<file path="config.mk">
export PLATFORM = sky130hd
export DESIGN_NAME = conv_sequencer
export DESIGN_NICKNAME = d
export VERILOG_FILES = /design/src/common/seq_pkg.sv /design/src/rtl/conv_sequencer.sv /design/src/rtl/result_store.sv
export SDC_FILE = /design/constraint.sdc
export NUM_CORES = 1
export LEC_CHECK = 0
export BUFFER_PORTS_ARGS = -buffer_cell sky130_fd_sc_hd__clkbuf_2
export CORE_UTILIZATION = 60
export DETAILED_ROUTE_END_ITERATION = 6
export GPL_TIMING_DRIVEN = 1
export PLACE_DENSITY = 0.9
export SYNTH_ARGS = -nofsm -noshare
export SYNTH_HDL_FRONTEND = slang
export SYNTH_SLANG_ARGS = --single-unit
</file>
<file path="constraint.sdc">
create_clock -name MCLK -period 14.2 [get_ports MCLK]
set_clock_uncertainty 0.15 [all_clocks]
set_input_delay 2.84 -clock MCLK [delete_from_list [all_inputs] [get_ports MCLK]]
set_output_delay 2.84 -clock MCLK [all_outputs]
set_load 0.01 [all_outputs]
</file>
<file path="src/common/seq_pkg.sv">
// Constants, field layouts and carrier types of the conversion sequencer
package seq_pkg;

   // ------------------------------------------------------------------
   // Timing
   // ------------------------------------------------------------------
   localparam int CLK_MHZ  = 125;              // MCLK rate, 8 ns period
   localparam int WAKE_US  = 40;               // Recovery from power-down
   localparam int WAKE_CYC = WAKE_US * CLK_MHZ;
   localparam int CNT_W    = 21;               // Conversion / wake counter width

   // Conversion time per select code, microseconds
   localparam int CT_US [8] = '{140, 204, 332, 588, 1100, 2116, 4156, 8244};

   // Averaging divisor per code, as a right shift (1,4,16,64,128,256,512,1024)
   localparam logic [3:0] AVG_SHIFT [8] = '{4'h0, 4'h2, 4'h4, 4'h6,
                                            4'h7, 4'h8, 4'h9, 4'hA};

   // Bus results carry an 8 mV LSB at bit 3 of the result word
   localparam int BUS_LSB_MV = 8;
   localparam int BUS_POS    = 3;

   // ------------------------------------------------------------------
   // Register map (byte offsets)
   // ------------------------------------------------------------------
   localparam logic [7:0] OFS_CONFIG  = 8'h00;
   localparam logic [7:0] OFS_RESULT0 = 8'h04;  // Six words, slot order
   localparam logic [7:0] OFS_MASK_EN = 8'h1C;
   localparam int         N_SLOTS     = 6;

   localparam logic [15:0] CONFIG_RST = 16'h7007;
   localparam logic [15:0] CONFIG_WMASK = 16'h7FFF;

   // Mask/enable register bits
   localparam int FLAG_BIT = 0;
   localparam int BUSY_BIT = 1;
   localparam int PD_BIT   = 2;

   // Mode field bits
   localparam int MODE_SHUNT = 0;
   localparam int MODE_BUS   = 1;
   localparam int MODE_CONT  = 2;

   typedef enum logic [1:0] {
      RS_CFG  = 2'b00,
      RS_RES  = 2'b01,
      RS_MSK  = 2'b10,
      RS_NONE = 2'b11
   } reg_sel_e;

   typedef enum logic [2:0] {
      ST_OFF  = 3'b000,
      ST_WAKE = 3'b001,
      ST_PICK = 3'b010,
      ST_CONV = 3'b011
   } st_e;

   // Configuration register layout
   typedef struct packed {
      logic       rsv;       // Bit 15, reads zero
      logic [2:0] ch_en;     // Bits 14:12, bit 12 is channel 1
      logic [2:0] avg;       // Bits 11:9
      logic [2:0] bus_ct;    // Bits 8:6
      logic [2:0] shunt_ct;  // Bits 5:3
      logic [2:0] mode;      // Bits 2:0
   } cfg_s;

   // Command to the analog front end
   typedef struct packed {
      logic       start;     // One-cycle pulse at each conversion start
      logic       convert;   // High while a conversion runs
      logic [1:0] chan;      // 0..2 for channels 1..3
      logic       bus_sel;   // 1 bus signal, 0 shunt signal
      logic       pwr_dn;    // Front end powered down
   } adc_cmd_s;

endpackage

</file>
<file path="src/rtl/conv_sequencer.sv">
// Multichannel shunt/bus conversion sequencer with Wishbone register access
//
// Operation
// - Mode 111 converts continuously, shunt then bus
// - After a channel, go to next enabled one
// - Disabled channels are skipped in every mode
// - Continuous mode cycles until configuration rewritten
// - Shunt-only and bus-only codes, both operations
// - Codes 001, 010, 011 start one pass
// - Single pass done: enter power-down
// - Results readable always, hold latest averaged value
// - Ready flag set when pass completes
// - Flag clears on active config write, status read
// - Allow 40 us recovery leaving power-down
// - Registers usable in power-down until active code
// - Output += (sample - output) / averaging setting
// - Pass starts channel 1 shunt, update before next
// - Enables and mode jointly select measured signals
// - Full set: five between repeats; shunt-only two
// - Separate shunt and bus conversion time fields
// - Conversion length fixed; single signal, no gap
// - Bus results carry 8 mV per count
`timescale 1ns/10ps
module conv_sequencer
   import seq_pkg::*;
#(
   parameter int CYC_PER_US   = seq_pkg::CLK_MHZ,  // Cycles per microsecond
   parameter int RECOVERY_CYC = seq_pkg::WAKE_CYC  // Power-down recovery cycles
) (
   input  wire logic              MCLK,     // System clock, 125 MHz
   input  wire logic              RST_N,    // Asynchronous reset, active low
   input  wire logic              CE,       // Clock enable, freezes all state
   input  wire logic [7:0]        ADR_I,    // Wishbone byte address
   input  wire logic [31:0]       DAT_I,    // Wishbone write data
   output logic      [31:0]       DAT_O,    // Wishbone read data
   input  wire logic [3:0]        SEL_I,    // Wishbone byte selects
   input  wire logic              WE_I,     // Wishbone write enable
   input  wire logic              STB_I,    // Wishbone strobe
   input  wire logic              CYC_I,    // Wishbone cycle
   output logic                   ACK_O,    // Wishbone acknowledge
   input  wire logic [15:0]       ADC_DATA, // Front end result at conversion end
   output seq_pkg::adc_cmd_s      ADC_CMD   // Front end command
);
   import seq_pkg::*;

   // ------------------------------------------------------------------
   // Elaboration checks
   // ------------------------------------------------------------------
   if (CYC_PER_US < 1 || CYC_PER_US > 250) begin : g_chk_rate
      $error("conv_sequencer: CYC_PER_US out of range 1..250");
   end
   if (RECOVERY_CYC < 1 || RECOVERY_CYC >= (1 << CNT_W)) begin : g_chk_wake
      $error("conv_sequencer: RECOVERY_CYC does not fit the counter");
   end

   localparam logic [CNT_W-1:0] WAKE_LOAD = CNT_W'(RECOVERY_CYC);
   localparam logic [2:0]       NO_SLOT   = 3'h7;

   // ------------------------------------------------------------------
   // Functions
   // ------------------------------------------------------------------
   function automatic reg_sel_e reg_decode(input logic [7:0] adr);
      reg_sel_e s;
      s = RS_NONE;
      if (adr == OFS_CONFIG) begin
         s = RS_CFG;
      end else if (adr == OFS_MASK_EN) begin
         s = RS_MSK;
      end else if (adr >= OFS_RESULT0 && adr < OFS_MASK_EN && adr[1:0] == 2'b00) begin
         s = RS_RES;
      end
      return s;
   endfunction

   // Slot 2k is channel k+1 shunt, slot 2k+1 its bus signal
   function automatic logic slot_ok(input logic [2:0] slot, input cfg_s c);
      logic sig_on;
      sig_on = slot[0] ? c.mode[MODE_BUS] : c.mode[MODE_SHUNT];
      return (slot < 3'(N_SLOTS)) && c.ch_en[slot[2:1]] && sig_on;
   endfunction

   function automatic logic [2:0] next_slot(input logic [2:0] from, input cfg_s c);
      logic [2:0] r;
      r = NO_SLOT;
      for (int i = N_SLOTS - 1; i >= 0; i--) begin
         if (3'(i) >= from && slot_ok(3'(i), c)) begin
            r = 3'(i);
         end
      end
      return r;
   endfunction

   function automatic logic [CNT_W-1:0] conv_cycles(input logic [2:0] slot,
                                                    input cfg_s c);
      logic [2:0] code;
      code = slot[0] ? c.bus_ct : c.shunt_ct;
      return CNT_W'(CT_US[code] * CYC_PER_US);
   endfunction

   function automatic logic mode_active(input logic [2:0] m);
      return m[MODE_SHUNT] | m[MODE_BUS];
   endfunction

   // ------------------------------------------------------------------
   // Signals
   // ------------------------------------------------------------------
   cfg_s             cfg_r;
   cfg_s             cfg_nxt;
   st_e              st_r;
   logic [2:0]       slot_r;
   logic [CNT_W-1:0] cnt_r;
   logic             flag_r;
   logic             pend_r;
   logic             avg_go_r;
   logic             avg_last_r;
   logic [2:0]       avg_slot_r;
   logic [15:0]      sample_r;
   logic             pass_empty_set;
   reg_sel_e         sel;
   logic             commit;
   logic             cfg_wr;
   logic             msk_rd;
   logic [2:0]       res_idx;
   logic [15:0]      ra_data;
   logic [15:0]      old_val;
   logic [2:0]       nxt_in;
   logic [2:0]       nxt_wrap;
   logic [2:0]       first_slot;
   logic signed [17:0] diff;
   logic signed [17:0] avg_sum;
   logic [15:0]      avg_val;

   // ------------------------------------------------------------------
   // Wishbone slave
   // ------------------------------------------------------------------
   assign sel     = reg_decode(ADR_I);
   assign res_idx = 3'((ADR_I - OFS_RESULT0) >> 2);
   assign commit  = pend_r;
   assign cfg_wr  = commit && WE_I && (sel == RS_CFG);
   assign msk_rd  = commit && !WE_I && (sel == RS_MSK);

   always_comb begin
      cfg_nxt = cfg_r;
      if (SEL_I[0]) begin
         cfg_nxt[7:0] = DAT_I[7:0];
      end
      if (SEL_I[1]) begin
         cfg_nxt[15:8] = DAT_I[15:8];
      end
      cfg_nxt = cfg_s'(16'(cfg_nxt) & CONFIG_WMASK);
   end

   // Request seen, answer one cycle later; ack never held two cycles
   always_ff @(posedge MCLK or negedge RST_N) begin
      if (!RST_N) begin
         pend_r <= 1'b0;
         ACK_O  <= 1'b0;
      end else if (CE) begin
         pend_r <= CYC_I && STB_I && !pend_r && !ACK_O;
         ACK_O  <= pend_r;
      end
   end

   // Read data for every register, any state
   always_ff @(posedge MCLK or negedge RST_N) begin
      if (!RST_N) begin
         DAT_O <= 32'h0000_0000;
      end else if (CE && commit) begin
         case (sel)
            RS_CFG:  DAT_O <= {16'h0000, cfg_r};
            RS_RES:  DAT_O <= {16'h0000, ra_data};
            RS_MSK:  DAT_O <= {29'h0, (st_r == ST_OFF), (st_r == ST_CONV), flag_r};
            default: DAT_O <= 32'h0000_0000;
         endcase
      end
   end

   always_ff @(posedge MCLK or negedge RST_N) begin
      if (!RST_N) begin
         cfg_r <= cfg_s'(CONFIG_RST);
      end else if (CE && cfg_wr) begin
         cfg_r <= cfg_nxt;
      end
   end

   // ------------------------------------------------------------------
   // Conversion-ready flag
   // ------------------------------------------------------------------
   // A completing pass wins over a clear in the same cycle
   always_ff @(posedge MCLK or negedge RST_N) begin
      if (!RST_N) begin
         flag_r <= 1'b0;
      end else if (CE) begin
         if ((avg_go_r && avg_last_r) || pass_empty_set) begin
            flag_r <= 1'b1;
         // Clear on active config write or status read
         end else if ((cfg_wr && mode_active(cfg_nxt.mode)) || msk_rd) begin
            flag_r <= 1'b0;
         end
      end
   end

   // ------------------------------------------------------------------
   // Sequencer
   // ------------------------------------------------------------------
   // Next enabled signal after the current one
   assign nxt_in     = next_slot(3'(slot_r + 3'h1), cfg_r);
   // Every pass starts from slot 0
   assign nxt_wrap   = next_slot(3'h0, cfg_r);
   assign first_slot = nxt_wrap;
   assign pass_empty_set = (st_r == ST_PICK) && (first_slot == NO_SLOT) && !cfg_wr;

   always_ff @(posedge MCLK or negedge RST_N) begin
      if (!RST_N) begin
         st_r       <= ST_PICK;
         slot_r     <= 3'h0;
         cnt_r      <= '0;
         avg_go_r   <= 1'b0;
         avg_last_r <= 1'b0;
         avg_slot_r <= 3'h0;
         sample_r   <= 16'h0000;
      end else if (CE) begin
         avg_go_r <= 1'b0;
         if (cfg_wr) begin
            // Any active write starts a fresh pass
            // Rewriting the same code restarts too
            if (!mode_active(cfg_nxt.mode)) begin
               st_r <= ST_OFF;
            end else if (st_r == ST_OFF || st_r == ST_WAKE) begin
               st_r  <= ST_WAKE;
               cnt_r <= WAKE_LOAD;
            end else begin
               st_r <= ST_PICK;
            end
         end else begin
            case (st_r)
               ST_OFF: begin
                  // Stays down until an active code
                  st_r <= ST_OFF;
               end
               ST_WAKE: begin
                  if (cnt_r <= 1) begin
                     st_r <= ST_PICK;
                  end else begin
                     cnt_r <= cnt_r - 1'b1;
                  end
               end
               ST_PICK: begin
                  if (first_slot != NO_SLOT) begin
                     slot_r <= first_slot;
                     cnt_r  <= conv_cycles(first_slot, cfg_r);
                     st_r   <= ST_CONV;
                  end else if (!cfg_r.mode[MODE_CONT]) begin
                     st_r <= ST_OFF;
                  end
               end
               ST_CONV: begin
                  if (cnt_r > 1) begin
                     cnt_r <= cnt_r - 1'b1;
                  end else begin
                     // Bus code placed at 8 mV weight
                     sample_r   <= slot_r[0] ? {ADC_DATA[15-BUS_POS:0], 3'b000} : ADC_DATA;
                     avg_slot_r <= slot_r;
                     avg_go_r   <= 1'b1;
                     avg_last_r <= (nxt_in == NO_SLOT);
                     // Next conversion begins without a gap
                     // Order gives fixed spacing between repeats
                     if (nxt_in != NO_SLOT) begin
                        slot_r <= nxt_in;
                        cnt_r  <= conv_cycles(nxt_in, cfg_r);
                     // Continuous modes wrap to a new pass
                     end else if (cfg_r.mode[MODE_CONT]) begin
                        slot_r <= nxt_wrap;
                        cnt_r  <= conv_cycles(nxt_wrap, cfg_r);
                     end else begin
                        st_r <= ST_OFF;
                     end
                  end
               end
               default: st_r <= ST_OFF;
            endcase
         end
      end
   end

   // ------------------------------------------------------------------
   // Front end command
   // ------------------------------------------------------------------
   always_ff @(posedge MCLK or negedge RST_N) begin
      if (!RST_N) begin
         ADC_CMD <= '0;
      end else if (CE) begin
         ADC_CMD.pwr_dn  <= (st_r == ST_OFF);
         ADC_CMD.convert <= (st_r == ST_CONV) && !cfg_wr;
         ADC_CMD.chan    <= slot_r[2:1];
         ADC_CMD.bus_sel <= slot_r[0];
         // Each conversion length from its own field
         ADC_CMD.start   <= (st_r == ST_CONV) && !cfg_wr &&
                            (!ADC_CMD.convert || ADC_CMD.chan != slot_r[2:1] ||
                             ADC_CMD.bus_sel != slot_r[0] || avg_go_r);
      end
   end

   // ------------------------------------------------------------------
   // Running average and result store
   // ------------------------------------------------------------------
   // Old value plus scaled difference
   always_comb begin
      if (avg_slot_r[0]) begin
         diff = 18'(signed'({2'b00, sample_r})) - 18'(signed'({2'b00, old_val}));
      end else begin
         diff = 18'(signed'({{2{sample_r[15]}}, sample_r})) -
                18'(signed'({{2{old_val[15]}}, old_val}));
      end
      avg_sum = 18'(signed'({2'b00, old_val})) + (diff >>> AVG_SHIFT[cfg_r.avg]);
      avg_val = avg_sum[15:0];
      if (avg_slot_r[0]) begin
         avg_val[BUS_POS-1:0] = '0;
      end
   end

   // Written the cycle after its conversion ends
   result_store #(
      .W     (16),
      .DEPTH (N_SLOTS),
      .AW    (3)
   ) u_store (
      .clk     (MCLK),
      .rst_n   (RST_N),
      .ce      (CE),
      .we      (avg_go_r),
      .waddr   (avg_slot_r),
      .wdata   (avg_val),
      .ra_addr (res_idx),
      .ra_data (ra_data),
      .rb_addr (slot_r),
      .rb_data (old_val)
   );

endmodule

</file>
<file path="src/rtl/result_store.sv">
// Result word store with one write port and two registered read ports
`timescale 1ns/10ps
module result_store #(
   parameter int W     = 16,
   parameter int DEPTH = 6,
   parameter int AW    = 3
) (
   input  wire logic          clk,      // Clock
   input  wire logic          rst_n,    // Asynchronous reset, active low
   input  wire logic          ce,       // Clock enable
   input  wire logic          we,       // Write strobe
   input  wire logic [AW-1:0] waddr,    // Write address
   input  wire logic [W-1:0]  wdata,    // Write data
   input  wire logic [AW-1:0] ra_addr,  // Read port A address
   output logic      [W-1:0]  ra_data,  // Read port A data
   input  wire logic [AW-1:0] rb_addr,  // Read port B address
   output logic      [W-1:0]  rb_data   // Read port B data
);

   if (DEPTH < 1 || DEPTH > (1 << AW)) begin : g_chk
      $error("result_store: DEPTH does not fit AW");
   end

   logic [W-1:0] mem_r [DEPTH];

   always_ff @(posedge clk or negedge rst_n) begin
      if (!rst_n) begin
         for (int i = 0; i < DEPTH; i++) begin
            mem_r[i] <= '0;
         end
      end else if (ce && we && (int'(waddr) < DEPTH)) begin
         mem_r[waddr] <= wdata;
      end
   end

   // Out of range addresses read zero
   always_ff @(posedge clk or negedge rst_n) begin
      if (!rst_n) begin
         ra_data <= '0;
         rb_data <= '0;
      end else if (ce) begin
         ra_data <= (int'(ra_addr) < DEPTH) ? mem_r[ra_addr] : '0;
         rb_data <= (int'(rb_addr) < DEPTH) ? mem_r[rb_addr] : '0;
      end
   end

endmodule

</file>
; ---- Word-level counts from Yosys, hierarchy flattened
; Memories as Yosys holds them, arrays and structs flattened.
; Cells that the tools add are included.
; W data, S select, Z words.
[totals]
output_inout_bits = 39
input_bits = 66
mem_count = 3
romBits = 544
elab_cells = 219
register_bits = 232
[memory_table]
columns = name, words, width, rd, rd_clocked_by_memory_dff, wr, line_no
row1 = (no name shown), 8, 32, 1, 0, 0, conv_sequencer.sv:97  ; return CNT_W'(CT_US[code] * CYC_PER_US);
row2 = (no name shown), 8, 32, 1, 0, 0, conv_sequencer.sv:97
row3 = (no name shown), 8, 4, 1, 0, 0, conv_sequencer.sv:315  ; avg_sum = 18'(signed'({2'b00, old_val})) + (diff >>> AVG_SHIFT[cfg_r.avg]);
[op_classes]
bitwise_logic = 9
eq_ne = 23
n_lt_le_gt_ge = 20
n_mul = 2
reduce_logical = 57
mux = 67
shift = 1
n_addsub = 6
[ops]
columns = operator, n
row1 = $mux W21, 8
row2 = $mux W16, 8
row3 = $mux W32, 4
row4 = $bmux W16 S3, 2
row5 = $bwmux W96, 1
row6 = $mux W3, 22
row7 = $mul A32 B8 Y21 const B, 2
row8 = $pmux W21 S3, 1
row9 = $demux W16 S3, 1
row10 = $pmux W16 S3, 1
row11 = $sub A16 B16 Y17, 2
row12 = $logic_and A1 B1 Y1, 32
row13 = $ge A4 B4 Y1 const B, 6
row14 = $not A3 Y4, 6
row15 = $gt A21 B1 Y1 const B, 1
row16 = $le A21 B1 Y1 const B, 1
row17 = $sub A21 B1 Y21 const B, 1
row18 = $mux W18, 1
row19 = $mux W2, 9
row20 = $ne A3 B3 Y1 const B, 6
row21 = $sshr A18 B4 Y16, 1
row22 = $add A16 B16 Y16, 1
row23 = $lt A3 B3 Y1 const B, 3
row24 = $pmux W3 S3, 1
row25 = 36 further kinds, 64

; ---- Depth between registers and ports, before layout
; Gate-level depths: netlist (run 1).
[logic_depth]
word_depth = 19
depth_mapped = 31
mapped_depth_nobuf = 29

; ---- By module
; From an unflattened synthesis (run 1), not the netlist that was laid out.
[unflattened]
cells_unflattened = 1846
area_unflattened_um2 = 17703.2
[modules_own_cells]
columns = mod, cells_per_inst, seq_area_each_um2, area_each_um2, n_inst
row1 = conv_sequencer, 1415, 2210.9, 11556.1, 1
row2 = result_store, 431, 3203.1, 6147.1, 1

; ---- Least setup slack after synthesis (run 1)
; OpenSTA, ideal clock, no wires.
[synth_timing]
path_type = register to register
from = reg slot_r[1]
to = reg cnt_r[19]
path_slack_ns = 6.914
stages_incl_launch_ff = 32
path_buffers = 2
synth_period_minus_slack_ns = 7.286
required_time_ns = 13.973
setup_time_ns = 0.077
arrival_ns = 7.059
cell_sequence = dfrtp_1 clkbuf_1 inv_1 ha_1 a21o_1 o21a_1 a32oi_1 o21ai_1 buf_4 mux2i_2 nor2_1 inv_1 o21ai_0 inv_1 ha_1 inv_1 fa_1 inv_1 fa_1 inv_1 fa_1 inv_1 ha_1 and3_1 a21oi_1 o21ai_0 o41ai_1 o21ai_0 a221oi_1 xnor2_1 nand2_1 a21oi_1
[synth_between]
elab_chain_cells = 18
word_cells_on_any_way = 32
classes_between = add/sub: 1 / mul: 1 / order compare: 6 / eq/ne: 2 / mux: 13 / bitwise: 1 / reduce/logical: 7 / memory: 1
[synth_rtl]
columns = item, line_no
row1 = from (decl), conv_sequencer.sv:110  ; logic [2:0] slot_r;
row2 = from (signal assigned), conv_sequencer.sv:250  ; slot_r <= first_slot;
row3 = from (signal assigned), conv_sequencer.sv:269  ; slot_r <= nxt_in;
row4 = from (signal assigned), conv_sequencer.sv:273  ; slot_r <= nxt_wrap;
row5 = $add A3 B1 Y3 *, conv_sequencer.sv:207  ; assign nxt_in = next_slot(3'(slot_r + 3'h1), cfg_r);
row6 = $ge A3 B3 Y1, conv_sequencer.sv:86  ; if (3'(i) >= from && slot_ok(3'(i), c)) begin
row7 = $logic_and A1 B1 Y1, conv_sequencer.sv:86
row8 = $mux W2, conv_sequencer.sv:86
row9 = $mux W3 (3 in a row), conv_sequencer.sv:86
row10 = $mux W3 *, conv_sequencer.sv:86
row11 = $mux W3, conv_sequencer.sv:96  ; code = slot[0] ? c.bus_ct : c.shunt_ct;
row12 = $not A3 Y4 (implied by the code), conv_sequencer.sv:97
row13 = $mem_v2 Z8 W32, --
row14 = $mux W32 (implied by the code) (2 in a row), conv_sequencer.sv:97
row15 = $mul A32 B8 Y21, conv_sequencer.sv:97
row16 = $mux W21, conv_sequencer.sv:268  ; if (nxt_in != NO_SLOT) begin
row17 = $mux W21, conv_sequencer.sv:258  ; if (cnt_r > 1) begin
row18 = $pmux W21 S3, conv_sequencer.sv:236  ; case (st_r)
row19 = $mux W21, conv_sequencer.sv:224  ; if (cfg_wr) begin
row20 = to (signal assigned), conv_sequencer.sv:259  ; cnt_r <= cnt_r - 1'b1;
row21 = to (signal assigned), conv_sequencer.sv:270  ; cnt_r <= conv_cycles(nxt_in, cfg_r);
row22 = to (signal assigned), conv_sequencer.sv:274  ; cnt_r <= conv_cycles(nxt_wrap, cfg_r);
row23 = to (decl), conv_sequencer.sv:111  ; logic [CNT_W-1:0] cnt_r;
; Every way passes the cells marked *; elsewhere a longest branch is shown, timed or not. The select of a mux whose other input is x is not followed.
; A chain may end at the register's enable or synchronous reset.

; ---- Final worst setup path (run 1)
[layout_timing]
from = reg slot_r[0]
to = reg cnt_r[19]
; Same word-level chain as after synthesis.

==> qor.csv, run 1 <==
metric,value,unit
leakage,9.08,nW
Slew Limit Fails,0,
M3 GR Usage,0.0643,
die height,171,um
worst setup margin,5.63,ns
share of layout cells above drive strength 1,0.177,
final core occ,0.665,
setup violators final,0,
GR Util met2,0.561,
"top cells by area, synth","dfrtp_1 30%, ha_1 9.6%, mux2_2 8.0%, fa_1 6.5%, mux4_2 4.3%",
"Clk Latency, worst-skew pair",0.55,ns
Slew @ Worst Pin,1.16,ns
crit path launch type,flip-flop,
die area,29300,sq um
Mean Syn Cell Area,9.63,sq um
Critical Path RT,14.52,ns
largest net degree at the start of global routing,134,
count of cell types in the netlist,90,
core footprint,27900,sq um
DR iter-0 viols,1554,
fin nets,2066,
WL/cell,21.0,um
CP Class,reg2reg,
sequential area share after synthesis,0.316,
grt total ovfl,0,
DRC,0,
TritonCTS Buffers,25,
htree depth,1,
worst-path maximum fanout,57,
worst hold path class,reg2reg,
Synth Instances,1781,
Antenna Violating Nets Remaining,0,
Initial Util,0.614,
Yosys Warn Count,0,
top_reg_cell synth,dfrtp_1,
pre-CTS setup slack,5.79,ns
Rows,61,
Post-CTS Setup Bufs,0,
first-pass GRT wire length,74900,um
area share of the largest cell type after synthesis,0.305,
Clock transition at path regs,0.07,ns
Bufs on Longest Clock Path,3,
CTS sink count,216,
Comb power frac,0.191,
shortest period the worst path allows,8.57,ns
Slew headroom,0.229,
post-synthesis register bit count,216,
root buf cell,clkbuf_16,
DR pass1 iterations,6,
routing usage on met1,0.373,
RSZ-0062 raised after global routing,false,
crit path max-delay cell type,buf_4,
sw power,491,uW
final wirelength,46500,um
detailed-route vias per instance,6.54,
net switching share of the total power,0.301,
Reg power frac,0.400,
post-synth top area cell,dfrtp_1,
CP max stage delay,0.66,ns
Horiz. Die Dim,171,um
Clock power frac,0.408,
Post-DP HPWL,32500,um
Max Clock Freq,117,MHz
"EDFF count, synth",0,
vias in the first global route,14700,
port bufs,69,
post_cts resized,0,
internal power,1.14,mW
WP data arrival,8.88,ns
I/O pins,105,
fin crit share,0.603,
final hold violation count,0,
Setup crit end kind,flip-flop,
initial antenna violation count,0,
TNS Setup,0,ns
Pwr Density,87.9,nW/um^2
Post-CTS Hold Buffers,0,
Fill cells,2055,
status,finished clean,
CTS tree,yes,
gr usage total,0.328,
max_cap viols,0,
Most Crowded Layer GR,met2,
Synth Cell Area,17200,sq um
VDD IR-drop max,0.0000953,V
routed via count,14500,
asr flop ratio synth,1.00,
Syn-to-layout area delta,8.24,%
Worst path most repeated cell,inv_1,
Final GP Congestion,0.983,
cells in the final DEF, fill, tap and decap left out, types with 7 or more instances in the layout:
cell type and count:
nor2_1 155, conb_1 18, and2_1 12, mux2_2 122
xnor2_1 45, or3_1 9, clkbuf_16 25, mux4_2 33
dfstp_2 7, o21a_1 9, nand2b_1 19, nand2_1 120
a31oi_1 15, buf_4 17, a211oi_1 16, a22oi_1 13
and3_1 9, nor3_1 36, ha_1 131, xor2_1 15
mux2i_1 48, a21o_1 13, o22ai_1 17, nand3_1 38
clkinv_2 7, o31ai_1 10, clkbuf_2 68, fa_1 56
dfrtp_1 208, a221oi_1 36, o21ai_0 106, a21oi_1 93
nor2b_1 19, inv_1 160
sequential cells by signal, summed over array words and instances, names as in the netlist, 3 cells and up:
| name | cells |
|---|---|
| DAT_O | 16 |
| ADC_CMD | 6 |
| st_r | 3 |
| avg_slot_r | 3 |
| u_store.ra_data | 16 |
| u_store.rb_data | 16 |
| u_store.mem_r | 96 |
| sample_r | 16 |
| cnt_r | 21 |
| slot_r | 3 |
| cfg_r | 15 |
final cells by class:
type	count	area, sq um	area share
multi-input combinational	1323	10700	0.579
sequential	216	5420	0.292
clock buffer	31	668	0.0360
inverter	161	604	0.0326
timing repair buffer	86	483	0.0260
tap	378	473	0.0255
clock inverter	15	175	0.00944
antenna	2	5.00	0.000270
metrics by stage:
step	instance area [sq um]	power [mW]	hold WS [ns]	cells
floorplan	17200	0.871	0.301	1798
global placement	17700	0.948	0.326	2164
detailed placement	17700	0.962	0.330	2164
CTS	18600	1.63	0.336	2210
global route	18600	1.69	0.362	2210
finish	18600	1.63	0.331	2212
kinds of logic (layout without fill, tap and decap cells):
| logic type | Yosys count | after routing | share of synthesized area |
|---|---|---|---|
| AO/OA/AOI/OAI | 393 | 393 | 0.150 |
| XOR/XNOR | 62 | 62 | 0.0321 |
| adder cells (fa/ha/maj) | 187 | 187 | 0.161 |
| buffers and inverters | 259 | 293 | 0.0629 |
| flip-flops | 216 | 216 | 0.316 |
| multiplexers | 205 | 205 | 0.153 |
| other | 1 | 20 | 0.000219 |
| AND/OR/NAND/NOR | 458 | 458 | 0.125 |
path summary, 6_finish.rpt:
path	start	cells past startpoint	slack, ns	end
max	slot_r[0]	30	5.63	cnt_r[19]
min	ACK_O	1	0.33	commit
max reg2reg	slot_r[0]	30	5.63	cnt_r[19]
min reg2reg	ACK_O	1	0.33	commit
max in group asynchronous	RST_N	2	9.88	u_store.ra_data[9]
min in group asynchronous	RST_N	1	2.27	sample_r[10]
power by group through the flow:
| stage | clock network (mW) | registers [mW] | logic [mW] |
|---|---|---|---|
| 6_report | 0.666 | 0.653 | 0.312 |
| 5_1_grt | 0.697 | 0.655 | 0.337 |
| 4_1_cts | 0.669 | 0.652 | 0.305 |
| 3_5_place_dp | 0 | 0.663 | 0.299 |
| 3_3_place_gp | 0 | 0.661 | 0.287 |
| 2_1_floorplan | 0 | 0.657 | 0.214 |
metal layers:
metal | vias to the layer above | part of all wire
met5 | - | 0
met1 | 7015 | 0.36
met3 | 245 | 0.083
met4 | 0 | 0.066
met2 | 831 | 0.49
li1 | 6378 | -
Yosys cell counts (46+ instances only):
cell type and count:
mux2i_1 48, a21oi_1 93, xnor2_1 46, nor2_1 157, clkbuf_1 54, mux2_2 122
nand2_1 120, o21ai_0 106, fa_1 56, ha_1 131, dfrtp_1 209, inv_1 160
critical path, delay by kind of cell, from the launching register on:
family          cells  cell delay [ns]
compound gates     11             2.35
mux                 1             0.23
xor+xnor            1             0.16
flops               1             0.35
simple gates        3             0.93
buf+inv             8             1.63
fa+ha+maj           6             2.68
(Power assumes the default switching activity.)
==> run 2, diff against run 1 <==
--- a/config.mk
+++ b/config.mk
@@ -6,10 +6,10 @@
 export NUM_CORES = 1
 export LEC_CHECK = 0
 export BUFFER_PORTS_ARGS = -buffer_cell sky130_fd_sc_hd__clkbuf_2
-export CORE_UTILIZATION = 60
+export CORE_UTILIZATION = 57
 export DETAILED_ROUTE_END_ITERATION = 6
 export GPL_TIMING_DRIVEN = 1
-export PLACE_DENSITY = 0.9
+export PLACE_DENSITY = 0.89
 export SYNTH_ARGS = -nofsm -noshare
 export SYNTH_HDL_FRONTEND = slang
 export SYNTH_SLANG_ARGS = --single-unit
==> constraint.sdc (replaced) <==
create_clock -name MCLK -period 7.38 [get_ports MCLK]
set_clock_uncertainty 0.15 [all_clocks]
set_input_delay 1.476 -clock MCLK [delete_from_list [all_inputs] [get_ports MCLK]]
set_output_delay 1.476 -clock MCLK [all_outputs]
set_load 0.01 [all_outputs]
==> qor.csv, run 2 (same netlist as run 1, synthesis figures left out) <==
metric,value,unit,change
status,finished clean,,
Reg power frac,0.403,,+0.003
leakage,9.12,nW,+0.51%
net switching share of the total power,0.303,,+0.00254
Bufs on Longest Clock Path,3,,unchanged
"commonest non-fill, non-tap cell in the layout",dfrtp_1,,
DR pass1 iterations,7,,+1
Setup crit end kind,flip-flop,,
DP Area,17800,sq um,+0.42%
RSZ-0062 raised after global routing,false,,
Max Clock Freq,143,MHz,+23%
VDD IR-drop max,0.000163,V,+71%
post-route cell area,18700,sq um,+0.47%
Antenna Violating Nets Remaining,0,,unchanged
Tot Pwr,3.12,mW,+92%
worst setup margin,0.394,ns,-5.24 ns
core footprint,29600,sq um,+6.1%
Slew Limit Fails,0,,unchanged
pre-CTS setup slack,0.297,ns,-5.49 ns
vias in the first global route,14600,,-0.35%
share of layout cells above drive strength 1,0.183,,+0.00511
initial antenna violation count,0,,unchanged
Rows,63,,+3.3%
CP Class,reg2reg,,
Comb power frac,0.189,,-0.002
Post-DP HPWL,32500,um,+0.10%
detailed-route vias per instance,6.43,,-1.7%
largest net degree at the start of global routing,89,,-34%
first-pass GRT wire length,74200,um,-0.95%
"Clk Latency, worst-skew pair",0.55,ns,about the same
grt total ovfl,0,,unchanged
Largest regs,"u_store.mem_r x96, cnt_r x21",,
die area,30800,sq um,+5.2%
Largest Register,u_store.mem_r,,
CP max stage delay,0.54,ns,-0.12 ns
crit path max-delay cell type,fa_1,,
final hold violation count,0,,unchanged
Worst path most repeated cell,inv_1,,
port bufs,69,,unchanged
routed via count,14300,,-0.89%
root buf cell,clkbuf_16,,
Horiz. Die Dim,175,um,+2.6%
htree depth,1,,unchanged
Slew headroom,0.245,,+0.0161
Pwr Density,167,nW/um^2,+91%
fin nets,2076,,+0.48%
worst-path maximum fanout,11,,-81%
Clock transition at path regs,0.06,ns,about the same
WP data arrival,7.30,ns,-1.58 ns
WL/cell,20.6,um,-2.2%
internal power,2.18,mW,+91%
final wirelength,45900,um,-1.4%
Final GP Congestion,0.973,,-1.0%
Slew @ Worst Pin,1.13,ns,-0.0241 ns
CTS sink count,216,,unchanged
diode count,0,,-2
CTS tree,yes,,
worst hold path class,reg2reg,,
DRC,0,,unchanged
DR iter-0 viols,1299,,-16%
fin crit share,0.947,,+0.343
M3 GR Usage,0.0487,,-0.0156
Most Crowded Layer GR,met2,,
TritonCTS Buffers,26,,+4.0%
die height,175,um,+2.6%
routing usage on met1,0.358,,-0.0149
Clock power frac,0.408,,about the same
Post-CTS Hold Buffers,0,,unchanged
number of flip-flops in the largest register,96,,unchanged
TNS Setup,0,ns,unchanged
I/O pins,105,,unchanged
most frequent cells in the layout,"208 x dfrtp_1, 160 x inv_1, 155 x nor2_1",,
Syn-to-layout area delta,8.75,%,
crit path launch type,flip-flop,,
Initial Util,0.579,,-0.0353
final core occ,0.629,,-0.0353
gr usage total,0.302,,-0.0255
sw power,948,uW,+93%
max_cap viols,0,,unchanged
shortest period the worst path allows,6.99,ns,-1.58 ns
setup violators final,0,,unchanged
Critical Path RT,7.70,ns,-6.82 ns
GR Util met2,0.519,,-0.0423
## run 2: cell count changes in the layout (fill, tap and decap cells not counted), sizes merged
cell / previous run / this run
clkinvlp: 4 / 2
clkinv: 8 / 7
diode: 2 / 0
clkbuf: 99 / 103
buf: 18 / 27
inv: 161 / 162
bufinv: 3 / 1
## run 2: worst paths after layout
check	start	end	slack, ns	depth (start not counted)
setup / recovery	slot_r[1]	cnt_r[19]	0.39	29
hold / removal	DAT_O[6]	DAT_O[6]	0.35	2
setup reg to reg	slot_r[1]	cnt_r[19]	0.39	29
hold reg to reg	DAT_O[6]	DAT_O[6]	0.35	2
max in group asynchronous	RST_N	u_store.mem_r[72]	4.78	2
min in group asynchronous	RST_N	cnt_r[7]	0.76	1
## run 2: per-layer routing
layer  part of all wire  routed length, um  vias to the layer above
met5                  0                  0                        -
met4              0.055               2510                        0
met3              0.066               3040                      172
met2               0.50              22900                      676
met1               0.38              17500                     7116
li1                   -                  -                     6376
## run 2: power by group through the flow
stage          Clock, mW  Sequential [mW]  Combinational, mW
4_1_cts             1.28             1.26              0.578
3_5_place_dp           0             1.28              0.570
3_3_place_gp           0             1.27              0.549
6_report            1.27             1.26              0.589
2_1_floorplan          0             1.26              0.411
5_1_grt             1.32             1.26              0.639
## run 2: timing repair
| item | in CTS | in global routing |
|---|---|---|
| setup buffers | 0 | 1 |
| resized for setup | 0 | 3 |
| setup endpoints to repair | 0 | 4 |
## run 2: cell type report
class | instances | area [sq um]
inverter | 161 | 604
fill | 2278 | 11000
sequential | 216 | 5420
clock inverter | 11 | 108
multi-input combinational | 1323 | 10800
clock buffer | 35 | 734
tap | 390 | 488
timing repair buffer | 95 | 551
## run 2: stage by stage
step                      hold WS [ns]  std cells
after floorplan                  0.301       1798
after global placement           0.318       2184
after detailed placement         0.323       2184
after CTS                        0.337       2230
after global routing             0.367       2231
final                            0.346       2231
## run 2: critical path: cells and delay by family, from the launching register on
kind	cells	cell delay, ns
flip-flops	1	0.45
multiplexers	1	0.26
AO/OA/AOI/OAI	11	2.14
XOR/XNOR	1	0.16
buffers and inverters	7	0.71
AND/OR/NAND/NOR	3	0.44
adder cells (fa/ha/maj)	6	2.58
==> run 3, diff against run 2 <==
--- a/config.mk
+++ b/config.mk
@@ -5,6 +5,7 @@
 export SDC_FILE = /design/constraint.sdc
 export NUM_CORES = 1
 export LEC_CHECK = 0
+export ABC_AREA = 1
 export BUFFER_PORTS_ARGS = -buffer_cell sky130_fd_sc_hd__clkbuf_2
 export CORE_UTILIZATION = 57
 export DETAILED_ROUTE_END_ITERATION = 6
==> qor.csv, run 3 <==
metric,value,unit,change
status,finished clean,,
post-route non-filler standard cell count,2806,,+26%
TritonCTS Buffers,23,,-12%
Max Clock Freq,146,MHz,+1.7%
die area,31000,sq um,+0.71%
Slew headroom,0.242,,-0.00270
root buf cell,clkbuf_16,,
port bufs,69,,unchanged
largest net degree at the start of global routing,142,,+60%
grt total ovfl,0,,unchanged
multi-input logic area,10100,sq um,-5.9%
post-synthesis register bit count,216,,unchanged
htree depth,1,,unchanged
Synth Instances,2366,,+33%
Final GP Congestion,0.971,,-0.19%
WP data arrival,7.13,ns,-0.17 ns
final hold violation count,0,,unchanged
RSZ-0062 raised after global routing,false,,
placed insts,2766,,+27%
Antenna Violating Nets Remaining,0,,unchanged
worst-path maximum fanout,20,,+9
WL/cell,17.3,um,-16%
top_reg_cell synth,dfrtp_1,,
I/O pins,105,,unchanged
TNS Setup,0,ns,unchanged
core footprint,29700,sq um,+0.27%
Slew Limit Fails,0,,unchanged
Reg area,5420,sq um,unchanged
routed via count,16400,,+15%
DR iter-0 viols,1525,,+17%
CTS tree,yes,,
vias in the first global route,16200,,+11%
most frequent cells in the layout,"482 x nand2_1, 350 x inv_1, 329 x o21ai_0",,
Largest Register,u_store.mem_r,,
most common library cells after synthesis,"482 x nand2_1, 350 x inv_1, 329 x o21ai_0, 209 x dfrtp_1, 193 x nor2_1",,
Mean Syn Cell Area,7.30,sq um,-24%
Initial Util,0.581,,+0.00259
Post-DP HPWL,35100,um,+7.9%
post-synth top area cell,dfrtp_1,,
post-route cell area,18600,sq um,-0.30%
post_cts resized,0,,unchanged
detailed-route vias per instance,5.85,,-8.9%
DR pass1 iterations,6,,-1
Largest regs,"u_store.mem_r x96, cnt_r x21",,
initial antenna violation count,1,,+1
DRC,0,,unchanged
Yosys Warn Count,0,,unchanged
VDD IR-drop max,0.000251,V,+54%
Clock transition at path regs,0.06,ns,about the same
Horiz. Die Dim,176,um,+0.35%
"EDFF count, synth",0,,unchanged
Slew @ Worst Pin,1.14,ns,+0.00406 ns
Bufs on Longest Clock Path,3,,unchanged
DP Area,17900,sq um,+0.59%
crit path max-delay cell type,fa_1,,
final wirelength,48600,um,+5.9%
fin nets,2654,,+28%
"commonest non-fill, non-tap cell in the layout",nand2_1,,
Post-CTS Setup Bufs,0,,unchanged
shortest period the worst path allows,6.87,ns,-0.118 ns
CP max stage delay,0.54,ns,about the same
Critical Path RT,7.64,ns,-0.06 ns
CP Class,reg2reg,,
Post-CTS Hold Buffers,0,,unchanged
Setup crit end kind,flip-flop,,
Rows,63,,unchanged
Fill cells,2492,,+9.4%
first-pass GRT wire length,79200,um,+6.7%
CTS sink count,216,,unchanged
fin crit share,0.931,,-0.0160
setup violators final,0,,unchanged
Pwr Density,279,nW/um^2,+67%
Syn-to-layout area delta,7.65,%,
worst hold path class,reg2reg,,
Worst path most repeated cell,nand2_1,,
number of flip-flops in the largest register,96,,unchanged
sequential area share after synthesis,0.313,,-0.00224
Synth Cell Area,17300,sq um,+0.71%
crit path launch type,flip-flop,,
count of cell types in the netlist,55,,-39%
area share of the largest cell type after synthesis,0.303,,-0.00216
asr flop ratio synth,1.00,,unchanged
"Clk Latency, worst-skew pair",0.52,ns,-0.03 ns
"top cells by area, synth","dfrtp_1 30%, nand2_1 10%, o21ai_0 9.5%, ha_1 9.5%, inv_1 7.6%",,
leakage,9.62,nW,+5.4%
gr usage total,0.317,,+0.0154
share of layout cells above drive strength 1,0.0766,,-0.106
top-count cell post-synth,nand2_1,,
max_cap viols,0,,unchanged
die height,176,um,+0.35%
[run 3: critical path: cells and delay by family, from the launching register on]
kind                       cells  cell delay, ns
adders and majority gates      5            2.23
buffers and inverters          8            1.08
and+or+nand+nor               23            2.70
DFF                            1            0.46
AOI/OAI and AO/OA              1            0.14
[run 3: path summary, 6_finish.rpt]
path	startpoint	end	slack [ns]	cells past startpoint
worst min-delay path	DAT_O[6]	DAT_O[6]	0.33	2
min in group asynchronous	RST_N	sample_r[15]	0.91	1
worst max-delay path	slot_r[2]	cnt_r[19]	0.51	37
worst max register to register	slot_r[2]	cnt_r[19]	0.51	37
worst min register to register	DAT_O[6]	DAT_O[6]	0.33	2
max in group asynchronous	RST_N	u_store.mem_r[1]	4.47	2
[run 3: stage by stage]
| stage | total power, mW | setup WS (ns) | util | hold slack, ns |
|---|---|---|---|---|
| after floorplan | 3.28 | 1.05 | - | 0.299 |
| after global placement | 3.93 | 0.823 | 0.602 | 0.317 |
| after detailed placement | 4.01 | 0.646 | 0.602 | 0.322 |
| after CTS | 5.13 | 0.586 | 0.626 | 0.338 |
| after global routing | 5.56 | 0.0165 | 0.626 | 0.348 |
| final | 5.19 | 0.512 | 0.626 | 0.333 |
[run 3: cell families after synthesis]
group / share of synthesized area
buffers and inverters: 0.105
AOI/OAI and AO/OA: 0.174
muxes: 0.0102
and+or+nand+nor: 0.209
DFF: 0.313
adders and majority gates: 0.160
other: 0.000217
xor gates and xnor gates: 0.0284
[run 3: area by class of cell]
cell class	instances	share of cell area
clock inverter	7	0.00363
multi-input combinational	1706	0.544
timing repair buffer	89	0.0272
tap	390	0.0262
inverter	365	0.0737
antenna	1	0.000135
sequential	216	0.291
clock buffer	32	0.0338
[run 3: report_power, final]
group	internal, mW	total (mW)	switching (mW)
sequential	1.34	1.49	0.142
clock	0.630	1.11	0.477
combinational	0.807	2.60	1.79
total	2.78	5.19	2.41
[run 3: metal layers]
| layer | GRT usage | vias up | part of all wire |
|---|---|---|---|
| met3 | 0.0448 | 203 | 0.077 |
| met5 | 0.00160 | - | 0 |
| met1 | 0.387 | 7698 | 0.38 |
| met2 | 0.521 | 803 | 0.47 |
| li1 | - | 7718 | - |
| met4 | 0.217 | 0 | 0.068 |
